**src/pkg/radio_diag_port_mux_regs.vh**
```
// Register map and field layout constants for the radio diagnostic port mux
// Contract
// - Disabled diagnostic word outputs all zero; enabled word carries selected signals.
// - Words 4..7 each have a 6-bit group selector, effective only when enabled.
// - Upper select register: one byte per word, enable top, reserved bit, selector low six.
// - Per port bit n, a 3-bit index picks a bit of diagnostic word n.
// - Per port bit invert flag drives the complement of the forwarded bit.
// - Bit-pick register: 4-bit group per bit, invert at 4n+3, index below; reset zero.
`ifndef RADIO_DIAG_PORT_MUX_REGS_VH
`define RADIO_DIAG_PORT_MUX_REGS_VH
`define DIAG_WORD_SELECT_UPPER_ADDR 32'h4000_020c
`define DIAG_BIT_PICK_INVERT_ADDR 32'h4000_0210
`define DIAG_WORD_SELECT_UPPER_RST 32'h0000_0000
`define DIAG_BIT_PICK_INVERT_RST 32'h0000_0000
`define DIAG_WORD_SELECT_UPPER_MASK 32'hbfbf_bfbf
`define DIAG_WORD_BYTE_W 8
`define DIAG_WORD_EN_POS 7
`define DIAG_WORD_SEL_W 6
`define DIAG_PICK_GROUP_W 4
`define DIAG_PICK_INV_POS 3
`define DIAG_PICK_IDX_W 3
`endif

```
**src/hw/radio_diag_port_mux.v**
```verilog
// Diagnostic port multiplexer with register access and per-bit invert
//
// The implementer's own choice: the address-and-strobe port.
`timescale 1ns/1ps
`default_nettype none
`include "radio_diag_port_mux_regs.vh"
module radio_diag_port_mux (
  input wire core_clk_i,
  input wire rst_i,
  input wire [31:0] addr_i,
  input wire [31:0] wdata_i,
  input wire wr_i,
  input wire rd_i,
  input wire [31:0] words_low_i,
  input wire [511:0] diag_groups_i,
  output reg [31:0] rdata_o,
  output reg [7:0] diag_port_o,
  output reg [23:0] upper_select_o
);
  // Register slot codes from the address decoder
  localparam [1:0] SLOT_NONE = 2'h0;
  localparam [1:0] SLOT_UPPER = 2'h1;
  localparam [1:0] SLOT_PICK = 2'h2;

  // Full 32-bit compare; any other address is unmapped
  function [1:0] reg_slot;
    input [31:0] addr;
    begin
      if (addr == `DIAG_WORD_SELECT_UPPER_ADDR) begin
        reg_slot = SLOT_UPPER;
      end else if (addr == `DIAG_BIT_PICK_INVERT_ADDR) begin
        reg_slot = SLOT_PICK;
      end else begin
        reg_slot = SLOT_NONE;
      end
    end
  endfunction

  // One group of eight candidate signals
  function [7:0] group_pick;
    input [511:0] groups;
    input [5:0] sel;
    begin
      group_pick = groups[sel*`DIAG_WORD_BYTE_W +: 8];
    end
  endfunction

  // Forwarded bit of a word, optionally inverted
  function port_bit;
    input [7:0] word;
    input [2:0] index;
    input invert;
    begin
      port_bit = word[index] ^ invert;
    end
  endfunction

  reg [31:0] sel_upper_reg;
  reg [31:0] sel_upper_next;
  reg [31:0] pick_reg;
  reg [31:0] pick_next;
  reg [31:0] rdata_next;
  wire [1:0] slot;
  wire [63:0] word_bus;
  wire [7:0] port_next;
  wire [23:0] upper_next;
  wire [31:0] upper_read;
  wire [31:0] pick_read;

  // Upper select register fields
  wire word4_output_enable;
  wire word5_output_enable;
  wire word6_output_enable;
  wire word7_output_enable;
  wire [5:0] word4_signal_select;
  wire [5:0] word5_signal_select;
  wire [5:0] word6_signal_select;
  wire [5:0] word7_signal_select;

  // Bit pick register fields
  wire [2:0] port_bit0_index;
  wire [2:0] port_bit1_index;
  wire [2:0] port_bit2_index;
  wire [2:0] port_bit3_index;
  wire [2:0] port_bit4_index;
  wire [2:0] port_bit5_index;
  wire [2:0] port_bit6_index;
  wire [2:0] port_bit7_index;
  wire port_bit0_invert;
  wire port_bit1_invert;
  wire port_bit2_invert;
  wire port_bit3_invert;
  wire port_bit4_invert;
  wire port_bit5_invert;
  wire port_bit6_invert;
  wire port_bit7_invert;

  // Diagnostic words as driven inside the mux
  wire [7:0] probe_word0_out;
  wire [7:0] probe_word1_out;
  wire [7:0] probe_word2_out;
  wire [7:0] probe_word3_out;
  wire [7:0] probe_word4_out;
  wire [7:0] probe_word5_out;
  wire [7:0] probe_word6_out;
  wire [7:0] probe_word7_out;

  // Fields packed for the generate loops
  wire [3:0] upper_enable;
  wire [23:0] upper_select;
  wire [23:0] bit_index;
  wire [7:0] bit_invert;

  assign slot = reg_slot(addr_i);

  assign word4_output_enable = sel_upper_reg[`DIAG_WORD_BYTE_W*0 + `DIAG_WORD_EN_POS];
  assign word5_output_enable = sel_upper_reg[`DIAG_WORD_BYTE_W*1 + `DIAG_WORD_EN_POS];
  assign word6_output_enable = sel_upper_reg[`DIAG_WORD_BYTE_W*2 + `DIAG_WORD_EN_POS];
  assign word7_output_enable = sel_upper_reg[`DIAG_WORD_BYTE_W*3 + `DIAG_WORD_EN_POS];
  assign word4_signal_select = sel_upper_reg[`DIAG_WORD_BYTE_W*0 +: `DIAG_WORD_SEL_W];
  assign word5_signal_select = sel_upper_reg[`DIAG_WORD_BYTE_W*1 +: `DIAG_WORD_SEL_W];
  assign word6_signal_select = sel_upper_reg[`DIAG_WORD_BYTE_W*2 +: `DIAG_WORD_SEL_W];
  assign word7_signal_select = sel_upper_reg[`DIAG_WORD_BYTE_W*3 +: `DIAG_WORD_SEL_W];

  assign port_bit0_index = pick_reg[`DIAG_PICK_GROUP_W*0 +: `DIAG_PICK_IDX_W];
  assign port_bit1_index = pick_reg[`DIAG_PICK_GROUP_W*1 +: `DIAG_PICK_IDX_W];
  assign port_bit2_index = pick_reg[`DIAG_PICK_GROUP_W*2 +: `DIAG_PICK_IDX_W];
  assign port_bit3_index = pick_reg[`DIAG_PICK_GROUP_W*3 +: `DIAG_PICK_IDX_W];
  assign port_bit4_index = pick_reg[`DIAG_PICK_GROUP_W*4 +: `DIAG_PICK_IDX_W];
  assign port_bit5_index = pick_reg[`DIAG_PICK_GROUP_W*5 +: `DIAG_PICK_IDX_W];
  assign port_bit6_index = pick_reg[`DIAG_PICK_GROUP_W*6 +: `DIAG_PICK_IDX_W];
  assign port_bit7_index = pick_reg[`DIAG_PICK_GROUP_W*7 +: `DIAG_PICK_IDX_W];
  assign port_bit0_invert = pick_reg[`DIAG_PICK_GROUP_W*0 + `DIAG_PICK_INV_POS];
  assign port_bit1_invert = pick_reg[`DIAG_PICK_GROUP_W*1 + `DIAG_PICK_INV_POS];
  assign port_bit2_invert = pick_reg[`DIAG_PICK_GROUP_W*2 + `DIAG_PICK_INV_POS];
  assign port_bit3_invert = pick_reg[`DIAG_PICK_GROUP_W*3 + `DIAG_PICK_INV_POS];
  assign port_bit4_invert = pick_reg[`DIAG_PICK_GROUP_W*4 + `DIAG_PICK_INV_POS];
  assign port_bit5_invert = pick_reg[`DIAG_PICK_GROUP_W*5 + `DIAG_PICK_INV_POS];
  assign port_bit6_invert = pick_reg[`DIAG_PICK_GROUP_W*6 + `DIAG_PICK_INV_POS];
  assign port_bit7_invert = pick_reg[`DIAG_PICK_GROUP_W*7 + `DIAG_PICK_INV_POS];

  assign upper_enable = {
    word7_output_enable,
    word6_output_enable,
    word5_output_enable,
    word4_output_enable
  };
  assign upper_select = {
    word7_signal_select,
    word6_signal_select,
    word5_signal_select,
    word4_signal_select
  };
  assign bit_index = {
    port_bit7_index,
    port_bit6_index,
    port_bit5_index,
    port_bit4_index,
    port_bit3_index,
    port_bit2_index,
    port_bit1_index,
    port_bit0_index
  };
  assign bit_invert = {
    port_bit7_invert,
    port_bit6_invert,
    port_bit5_invert,
    port_bit4_invert,
    port_bit3_invert,
    port_bit2_invert,
    port_bit1_invert,
    port_bit0_invert
  };

  // Read-back images; reserved bits read as zero
  assign upper_read = {
    word7_output_enable,
    1'b0,
    word7_signal_select,
    word6_output_enable,
    1'b0,
    word6_signal_select,
    word5_output_enable,
    1'b0,
    word5_signal_select,
    word4_output_enable,
    1'b0,
    word4_signal_select
  };
  assign pick_read = {
    port_bit7_invert,
    port_bit7_index,
    port_bit6_invert,
    port_bit6_index,
    port_bit5_invert,
    port_bit5_index,
    port_bit4_invert,
    port_bit4_index,
    port_bit3_invert,
    port_bit3_index,
    port_bit2_invert,
    port_bit2_index,
    port_bit1_invert,
    port_bit1_index,
    port_bit0_invert,
    port_bit0_index
  };

  // Words 0..3 arrive already selected elsewhere
  assign word_bus[31:0] = words_low_i;

  genvar g;
  generate
    for (g = 0; g < 4; g = g + 1) begin : upper_words
      // Disabled word drives all zero, its selector ignored
      assign word_bus[32 + g*8 +: 8] = upper_enable[g] ?
        group_pick(diag_groups_i, upper_select[g*6 +: 6]) : 8'h00;
    end
    for (g = 0; g < 8; g = g + 1) begin : port_bits
      assign port_next[g] = port_bit(
        word_bus[g*8 +: 8],
        bit_index[g*3 +: 3],
        bit_invert[g]
      );
    end
  endgenerate

  assign probe_word0_out = word_bus[7:0];
  assign probe_word1_out = word_bus[15:8];
  assign probe_word2_out = word_bus[23:16];
  assign probe_word3_out = word_bus[31:24];
  assign probe_word4_out = word_bus[39:32];
  assign probe_word5_out = word_bus[47:40];
  assign probe_word6_out = word_bus[55:48];
  assign probe_word7_out = word_bus[63:56];

  // Words 5..7 exposed for observation
  assign upper_next = {
    probe_word7_out,
    probe_word6_out,
    probe_word5_out
  };

  always @* begin
    sel_upper_next = sel_upper_reg;
    if (wr_i && slot == SLOT_UPPER) begin
      // Reserved bit of each byte never stored
      sel_upper_next = wdata_i & `DIAG_WORD_SELECT_UPPER_MASK;
    end
  end

  always @* begin
    pick_next = pick_reg;
    if (wr_i && slot == SLOT_PICK) begin
      pick_next = wdata_i;
    end
  end

  // Read data valid only the cycle after the strobe
  always @* begin
    rdata_next = 32'h0000_0000;
    if (rd_i) begin
      case (slot)
        SLOT_UPPER: begin
          rdata_next = upper_read;
        end
        SLOT_PICK: begin
          rdata_next = pick_read;
        end
        default: begin
          rdata_next = 32'h0000_0000;
        end
      endcase
    end
  end

  // Register file
  always @(posedge core_clk_i) begin
    if (rst_i) begin
      sel_upper_reg <= `DIAG_WORD_SELECT_UPPER_RST;
      pick_reg <= `DIAG_BIT_PICK_INVERT_RST;
    end else begin
      sel_upper_reg <= sel_upper_next;
      pick_reg <= pick_next;
    end
  end

  // Read data register
  always @(posedge core_clk_i) begin
    if (rst_i) begin
      rdata_o <= 32'h0000_0000;
    end else begin
      rdata_o <= rdata_next;
    end
  end

  // Port outputs, one cycle behind registers and inputs
  always @(posedge core_clk_i) begin
    if (rst_i) begin
      diag_port_o <= 8'h00;
      upper_select_o <= 24'h00_0000;
    end else begin
      diag_port_o <= port_next;
      upper_select_o <= upper_next;
    end
  end
endmodule
`default_nettype wire

```
**config.mk**
```make
export PLATFORM = sky130hd
export DESIGN_NAME = radio_diag_port_mux
export DESIGN_NICKNAME = d
export VERILOG_FILES = /design/src/hw/radio_diag_port_mux.v
export VERILOG_INCLUDE_DIRS = /design/src /design/src/pkg
export SDC_FILE = /design/constraint.sdc
export NUM_CORES = 1
export LEC_CHECK = 0
export BUFFER_PORTS_ARGS = -buffer_cell sky130_fd_sc_hd__buf_2
export CORE_AREA = 2 2 262 264
export DETAILED_ROUTE_END_ITERATION = 6
export DIE_AREA = 0 0 264 266
export GPL_TIMING_DRIVEN = 1
export SLEW_MARGIN = 0
export SYNTH_ARGS = -nofsm -noshare
export SYNTH_HDL_FRONTEND = slang
export SYNTH_SLANG_ARGS = --single-unit
```
**constraint.sdc**
```tcl
create_clock -name core_clk_i -period 4.55 [get_ports core_clk_i]
set_clock_uncertainty 0.05 [all_clocks]
set_input_delay 0.455 -clock core_clk_i [delete_from_list [all_inputs] [get_ports core_clk_i]]
set_output_delay 0.455 -clock core_clk_i [all_outputs]
set_load 0.01 [all_outputs]
```
# --- After elaboration in Yosys (flattened, before gate mapping) ---
# Index checks and enable logic that the tools add are counted.
word_totals:
  reg_bits: 124
  latch_bits: 0
  ram_bits: 0
  mem_bits_ro: 0
  output_inout_bits: 64
  elab_cells: 56
  memories: 0
op_classes:
  add_sub_neg: 0
  mul: 0
  div: 0
  order_cmp: 8
  n_eq_ne: 4
  shift: 4
  n_mux: 23
  n_bitwise: 9
  n_reduce_logical: 3
op_table:
  columns: ["op", "n"]
  rows:
  - ["$shiftx 512x10->8", 4]
  - ["$eq 32x31->1 const B", 2]
  - ["$pmux 32 s2", 1]
  - ["$lt 3x4->1 const B", 8]
  - ["$mux 8", 4]
  - ["$bmux 1 s3", 8]
  - ["$mux 1", 8]
  - ["$xor 1x1->1", 8]
  - ["$mux 2", 2]
  - ["$eq 2x1->1 const B", 1]
  - ["$eq 2x2->1 const B", 1]
  - ["$logic_and 1x1->1", 2]
  - ["$reduce_or 2->1", 1]
  - ["$not 1->1", 1]

# --- Longest topological paths before layout ---
# Gate-level depths: netlist (run 1).
depth:
  word_depth: 5
  depth_mapped: 14

# --- Worst setup path after synthesis (run 1) ---
# OpenSTA, ideal clock, no wires.
synth_timing:
  path_type: "register -> register"
  from: "reg sel_upper_reg[0]"
  to: "reg diag_port_o[4]"
  setup_time_ns: 0.123
  t_arrival_ns: 3.046
  required_time_ns: 4.377
  setup_slack_ns: 1.331
  path_stages_with_launch: 13
  path_buffers: 4
  path_cell_list: "dfxtp_1 -> clkbuf_1 -> buf_4 -> buf_6 -> buf_2 -> mux4_2 -> mux4_2 -> a22oi_1 -> nand2_1 -> o21ai_0 -> nor4_1 -> a31oi_1 -> mux2_1"
synth_via:
  elab_chain_cells: 5
synth_rtl:
  columns: ["item", "line_no", "rtl"]
  rows:
  - ["from (decl)", "radio_diag_port_mux.v:58", "reg [31:0] sel_upper_reg;"]
  - ["from (signal assigned)", "radio_diag_port_mux.v:280", "sel_upper_reg <= `DIAG_WORD_SELECT_UPPER_RST;"]
  - ["from (signal assigned)", "radio_diag_port_mux.v:283", "sel_upper_reg <= sel_upper_next;"]
  - ["$shiftx 512x10->8", "radio_diag_port_mux.v:44", "group_pick = groups[sel*`DIAG_WORD_BYTE_W +: 8];"]
  - ["$mux 8", "radio_diag_port_mux.v:216", "assign word_bus[32 + g*8 +: 8] = upper_enable[g] ?"]
  - ["$bmux 1 s3", "radio_diag_port_mux.v:54", "port_bit = word[index] ^ invert;"]
  - ["$mux 1 (implied by the code)", "radio_diag_port_mux.v:54", null]
  - ["$xor 1x1->1", "radio_diag_port_mux.v:54", null]
  - ["to (signal assigned)", "radio_diag_port_mux.v:303", "diag_port_o <= port_next;"]
  - ["to (decl)", "radio_diag_port_mux.v:17", "output reg [7:0] diag_port_o,"]
# No other way between the ends. The select of a mux whose other input is x is not followed.
# A chain may end at the register's enable or synchronous reset.

# --- Final worst setup path (run 1) ---
# Ends and elaborated chain as after synthesis.

==> results of run 1 <==
[metal layers]
metal  vias to the layer above  part of all wire  routed length, um
met5                         -            0.0012                146
met4                        22             0.062               7200
met3                       401              0.12              14400
met2                      1975              0.46              54000
met1                     11100              0.35              41100
li1                       8484                 -                  -
[final timing paths]
path                                                   end  slack [ps]
worst max-delay path             diag_port_o[4]$_SDFF_PP0_         560
worst min-delay path            pick_read[30]$_SDFFE_PP0P_         220
worst max register to register   diag_port_o[4]$_SDFF_PP0_         560
worst min register to register  pick_read[22]$_SDFFE_PP0P_         440
[cells in the final DEF, fill, tap and decap left out, types with 12 or more instances in the layout]
cell	instances
buf_2	674
mux4_2	572
nand2_1	175
dfxtp_1	106
a21oi_1	94
nor2_1	88
a22oi_1	75
diode_2	70
buf_4	70
mux2i_1	56
nor2b_1	37
nand3_1	22
clkbuf_16	18
buf_12	18
nand2b_1	17
and2_1	14
nor3_1	13
mux4_1	13
nor4_1	12
[worst max-delay path: stages (launching register included)]
cell,delay [ps]
dfxtp_4,830
buf_12,310
mux4_2,540
mux4_2,530
a22oi_1,190
nand3_1,130
o31ai_1,540
nor4_1,120
a31oi_1,200
mux2_1,330
[final cells by class]
type / count / area [um^2]
diodes: 70 / 175
inverters: 13 / 48.8
clock buffers: 18 / 450
well taps: 882 / 1100
clock inverters: 14 / 135
fillers: 6699 / 41400
flip-flops and latches: 124 / 2530
repair buffers: 762 / 4260
multi-input cells: 1335 / 17600
[through the flow]
| step | hold slack, ps | area (um^2) | util | setup WS [ps] |
|---|---|---|---|---|
| floorplan | 395 | 21200 | - | 1330 |
| global placement | 415 | 25600 | 0.378 | 611 |
| detailed placement | 426 | 25600 | 0.378 | 609 |
| CTS | 207 | 26200 | 0.386 | 613 |
| global route | 205 | 26300 | 0.388 | 420 |
| finish | 216 | 26400 | 0.389 | 560 |
[where the power goes]
part	internal [W]	total [W]	switching, W
clock	0.000792	0.00135	0.000559
combinational	0.000565	0.00106	0.000490
sequential	0.00108	0.00108	0.000000375
[cell families after synthesis]
logic type,synth area share
xor+xnor,0.00165
mux,0.658
flops,0.117
simple gates,0.0904
compound gates,0.0824
buf+inv,0.0505
==> results by group, run 1 <==
Yosys
  – #FFs+latches synth: about 120
  – Cell variety after synth: 60
  – Area leader, netlist: mux4_2
  – Most numerous cell in the Yosys netlist: mux4_2
  – Commonest cells in the netlist: mux4_2 (572), nand2_1 (175), dfxtp_1 (124)
  – Synthesized Nets: about 2300
  – Syn Area/Cell: 12.7 um^2
  – Asr flop ratio synth: 0
  – Syn. warnings: 0
  – Post-synth EDFFs: 0
  – Ys flop type: dfxtp_1
  – Synth top area share: 0.608
  – Synth area leaders: mux4_2 (61%), dfxtp_1 (12%), nand2_1 (3.1%)
  – Post-synthesis cell count: around 1700
  – Synthesized area: about 0.021 mm^2
  – Seq/Total Area, Yosys: 0.117

Global routing
  – GRT busiest layer: met2
  – Met1 Track Usage GR: 0.400
  – Antenna violations before repair: 72
  – Met2 Usage GRT: 0.515
  – GRT met3 Usage: 0.108
  – First-pass GRT wire length: between 150000 and 200000 um
  – Largest net degree at the start of global routing: 67
  – Vias in the first global route: between 20000 and 25000
  – GRT Residual Overflow: 0
  – Total GRT Usage: 0.326

Clocking
  – Sink Count: 124
  – Setup bufs post-CTS: 0
  – CTS buffer count: 17
  – Worst-path clk slew: around 70 ps
  – Longest Clk Path Bufs: 2
  – Resized cells post-CTS: 0
  – H-tree level count: 4
  – Worst-skew pair later-pin latency: between 400 and 500 ps
  – TritonCTS clock tree: done
  – Root Buffer: clkbuf_16
  – Cts hold-fix bufs: 0

STA
  – Slew Viols, Final: 0
  – Final TNS setup: 0 ps
  – Count of final setup violators: 0
  – RSZ-0062 raised after global routing: false
  – Peak Freq: about 0.25 GHz
  – Max-slew headroom: 0.148
  – Period utilization: 0.877
  – Least-Margin Pin Slew: 1280 ps
  – Hold Vio Cnt, Final: 0
  – Min cycle time layout: 3990 ps

Critical path
  – Critical path startpoint category: flip-flop
  – Setup crit start: sel_upper_reg[0]$_SDFFE_PP0P_
  – CP arrival: 4270 ps
  – CP Data Required Time: between 4000 and 5000 ps
  – CP Class: reg -> reg
  – Worst reg2reg path depth: 9
  – Crit path max fanout: 34
  – Worst r2r src: sel_upper_reg[0]$_SDFFE_PP0P_
  – Crit path capture type: flip-flop

Floorplanning
  – Die width: between 200 and 300 um
  – Row count: 96
  – Initial core utilization: 0.313
  – Die Area: 0.0702 mm^2
  – I/O Pins: approximately 680
  – Core region area: roughly 0.068 mm^2
  – Die Ht: between 200 and 300 um

Detailed routing
  – 1st-iter DRT viols: 2847
  – Via density: just under 7
  – First-pass DRT Iterations: 5
  – DR WL/cell: 36.3 um
  – Remaining routing DRC violations: 0
  – Post-Route WL: between 100000 and 150000 um
  – Number of routed nets with antenna violations: 0
  – Via count: 22000

Power and ir drop
  – Power Total: 0.00349 W
  – Leak Pwr: between 8 and 9 nW
  – VDD IR max: 0.259 mV
  – Power density over cell area: between 100 and 150 mW/mm^2

Cells and area
  – Finished Layout Cells: between 3000 and 4000
  – Area growth from synthesis to layout: 24.4%
  – Layout cell share with drive strength beyond 1: 0.621
  – # nets final: 2865

Place
  – Port Buf Inserts: 675
  – Placer Congestion: 1.01
  – DP HPWL: 92500 um
  – Dpl cells: 3116

Hold path
  – Worst Hold Launch: wdata_i[30]
  – Hold crit path type: in -> reg
  – Hold path depth: 3

Flow run
  – Max-cap viol count: 0

Run status
  – Outcome: complete, no violations
(Power assumes the default switching activity.)
==> run 2, diff against run 1 <==
BUFFER_PORTS_ARGS = -buffer_cell sky130_fd_sc_hd__buf_4   (was -buffer_cell sky130_fd_sc_hd__buf_2)
==> results by group, run 2 (synthesized netlist as in run 1, its figures left out) <==
Power and ir drop
  – Sequential share of power: 0.298 (was 0.310)
  – Net Sw Frac: 0.296 (was 0.301)
  – Psw: 0.00107 W (was 0.00105 W)
  – Clock power frac: 0.364 (was 0.387)
  – Leak Pwr: 9.27 nW (was 8.81 nW)
  – Combinational power share: 0.338 (was 0.303)
  – Power density over cell area: 130 mW/mm^2 (was 132 mW/mm^2)
  – Pint: 0.00255 W (was 0.00244 W)
  – VDD IR max: 0.171 mV (was 0.259 mV)

STA
  – Max-slew headroom: 0.304 (was 0.148)
  – Hold Vio Cnt, Final: 0 (unchanged)
  – Count of final setup violators: 0 (unchanged)
  – Slew Viols, Final: 0 (unchanged)
  – RSZ-0062 raised after global routing: false (unchanged)
  – Min cycle time layout: 4000 ps (was 3990 ps)
  – Least-Margin Pin Slew: 1040 ps (was 1280 ps)
  – Peak Freq: 0.250 GHz (was 0.251 GHz)
  – Final worst-path setup slack: 553 ps (was 560 ps)
  – Period utilization: 0.878 (was 0.877)
  – Worst hold slack: 231 ps (was 216 ps)
  – Final TNS setup: 0 ps (unchanged)

Cells and area
  – Finished Layout Cells: 3164 (was 3218)
  – Layout cell share with drive strength beyond 1: 0.619 (was 0.621)
  – Most frequent cells in the layout: buf_4 (733), mux4_2 (572), nand2_1 (175) (was buf_2 (674), mux4_2 (572), nand2_1 (175))
  – Area growth from synthesis to layout: 31.5% (was 24.4%)
  – Post-route cell area: 0.0279 mm^2 (was 0.0264 mm^2)
  – Commonest non-fill, non-tap cell in the layout: buf_4 (was buf_2)
  – # nets final: 2856 (was 2865)

Critical path
  – Crit path max fanout: 31 (was 34)
  – CP Class: reg -> reg (unchanged)
  – CP Data Required Time: 4810 ps (was 4830 ps)
  – Crit path max-delay cell type: dfxtp_4 (unchanged)
  – Critical path startpoint category: flip-flop (unchanged)
  – CP bufs+invs: 1 (unchanged)
  – Critical Path, Cell by Cell: buf_4 > mux4_1 > or4_1 > o21ai_0 > nor3_1 > a31oi_1 > mux4_2 > o21ai_1 > mux2_1 (was buf_12 > mux4_2 > mux4_2 > a22oi_1 > nand3_1 > o31ai_1 > nor4_1 > a31oi_1 > mux2_1)
  – Internal reg-to-reg setup slack: 550 ps (was 560 ps)
  – Worst reg2reg path depth: 9 (unchanged)
  – Max incr delay on CP: 740 ps (was 830 ps)
  – Crit path capture type: flip-flop (unchanged)
  – CP arrival: 4260 ps (was 4270 ps)
  – Top cell family by delay on the critical path: multiplexers (unchanged)
  – Reg-to-reg endpoint: diag_port_o[5]$_SDFF_PP0_ (was diag_port_o[4]$_SDFF_PP0_)
  – Worst r2r src: sel_upper_reg[8]$_SDFFE_PP0P_ (was sel_upper_reg[0]$_SDFFE_PP0P_)

Clocking
  – H-tree level count: 4 (unchanged)
  – Cts hold-fix bufs: 0 (unchanged)
  – Worst-skew pair later-pin latency: 430 ps (about the same)
  – Root Buffer: clkbuf_16 (unchanged)
  – Setup bufs post-CTS: 0 (unchanged)
  – CTS buffer count: 17 (unchanged)
  – Worst-path clk slew: 60 ps (was 70 ps)
  – Resized cells post-CTS: 0 (unchanged)
  – Sink Count: 124 (unchanged)
  – Longest Clk Path Bufs: 2 (unchanged)
  – TritonCTS clock tree: done (unchanged)

Detailed routing
  – Via density: 6.87 (was 6.84)
  – Remaining routing DRC violations: 0 (unchanged)
  – Number of routed nets with antenna violations: 0 (unchanged)
  – 1st-iter DRT viols: 2779 (was 2847)
  – First-pass DRT Iterations: 5 (unchanged)
  – Post-Route WL: 117000 um (about the same)
  – DR WL/cell: 36.9 um (was 36.3 um)
  – Via count: 21700 (was 22000)

Global routing
  – Total GRT Usage: 0.325 (was 0.326)
  – Vias in the first global route: 22200 (was 22300)
  – Largest net degree at the start of global routing: 63 (was 67)
  – First-pass GRT wire length: 164000 um (was 165000 um)
  – Antenna violations before repair: 37 (was 72)
  – GRT Residual Overflow: 0 (unchanged)

Place
  – DP HPWL: 92100 um (was 92500 um)
  – Dpl cells: 3107 (was 3116)
  – Placer Congestion: 0.985 (was 1.01)
  – Setup WS pre-CTS: 631 ps (was 609 ps)
  – DP Area: 0.0272 mm^2 (was 0.0256 mm^2)
  – Port Buf Inserts: 675 (unchanged)

Flow run
  – Max-cap viol count: 0 (unchanged)

Hold path
  – Hold path depth: 3 (unchanged)
  – Hold crit path type: in -> reg (unchanged)
  – Worst Hold End: sel_upper_reg[2]$_SDFFE_PP0P_ (was pick_read[30]$_SDFFE_PP0P_)
  – Worst Hold Launch: wdata_i[2] (was wdata_i[30])

Floorplanning
  – Core region area: 0.0677 mm^2 (unchanged)
  – Die Area: 0.0702 mm^2 (unchanged)
  – Die Ht: 266 um (unchanged)
  – Die width: 264 um (unchanged)
  – I/O Pins: 676 (unchanged)
  – Row count: 96 (unchanged)
  – Initial core utilization: 0.313 (unchanged)

Run status
  – Outcome: complete, no violations (unchanged)
## run 2: worst max path at each step
stage               cells past startpoint                          start  slack, ps                         to
floorplan                              12  sel_upper_reg[0]$_SDFFE_PP0P_       1330  diag_port_o[4]$_SDFF_PP0_
global placement                        9  sel_upper_reg[8]$_SDFFE_PP0P_        670  diag_port_o[5]$_SDFF_PP0_
detailed placement                      9  sel_upper_reg[8]$_SDFFE_PP0P_        630  diag_port_o[5]$_SDFF_PP0_
CTS                                     9  sel_upper_reg[8]$_SDFFE_PP0P_        620  diag_port_o[5]$_SDFF_PP0_
global route                            9  sel_upper_reg[8]$_SDFFE_PP0P_        470  diag_port_o[5]$_SDFF_PP0_
finish                                  9  sel_upper_reg[8]$_SDFFE_PP0P_        550  diag_port_o[5]$_SDFF_PP0_
## run 2: per-layer routing
metal	vias to the layer above	track usage	part of all wire	wire length, um
met5	-	0	0.0020	229
met4	26	0.152	0.049	5720
met3	341	0.0862	0.12	13600
met2	1927	0.518	0.47	55100
met1	11000	0.413	0.36	42200
li1	8408	-	-	-
## run 2: worst min-delay path: stages
cell     delay [ps]
buf_4           110
nand2_1          50
a21oi_1          50
## run 2: power groups by stage
stage / combinational [W] / clock, W / sequential (W)
after CTS: 0.00120 / 0.00134 / 0.00108
after floorplan: 0.000447 / 0 / 0.00111
after global placement: 0.00117 / 0 / 0.00111
after global routing: 0.00127 / 0.00139 / 0.00108
after detailed placement: 0.00120 / 0 / 0.00111
final: 0.00122 / 0.00132 / 0.00108
## run 2: area by class of cell
type | count | area, um^2
Antenna cell | 25 | 62.6
Sequential cell | 124 | 2530
Multi-Input combinational cell | 1335 | 17600
Inverter | 13 | 48.8
Fill cell | 6583 | 39900
Tap cell | 882 | 1100
Clock buffer | 19 | 464
Timing Repair Buffer | 753 | 5900
Clock inverter | 13 | 105
## run 2: per-stage QoR
step                       util  total power [W]
after CTS                 0.410          0.00363
after global routing      0.411          0.00374
after global placement    0.402          0.00228
after detailed placement  0.402          0.00230
after floorplan               -          0.00156
final                     0.411          0.00363
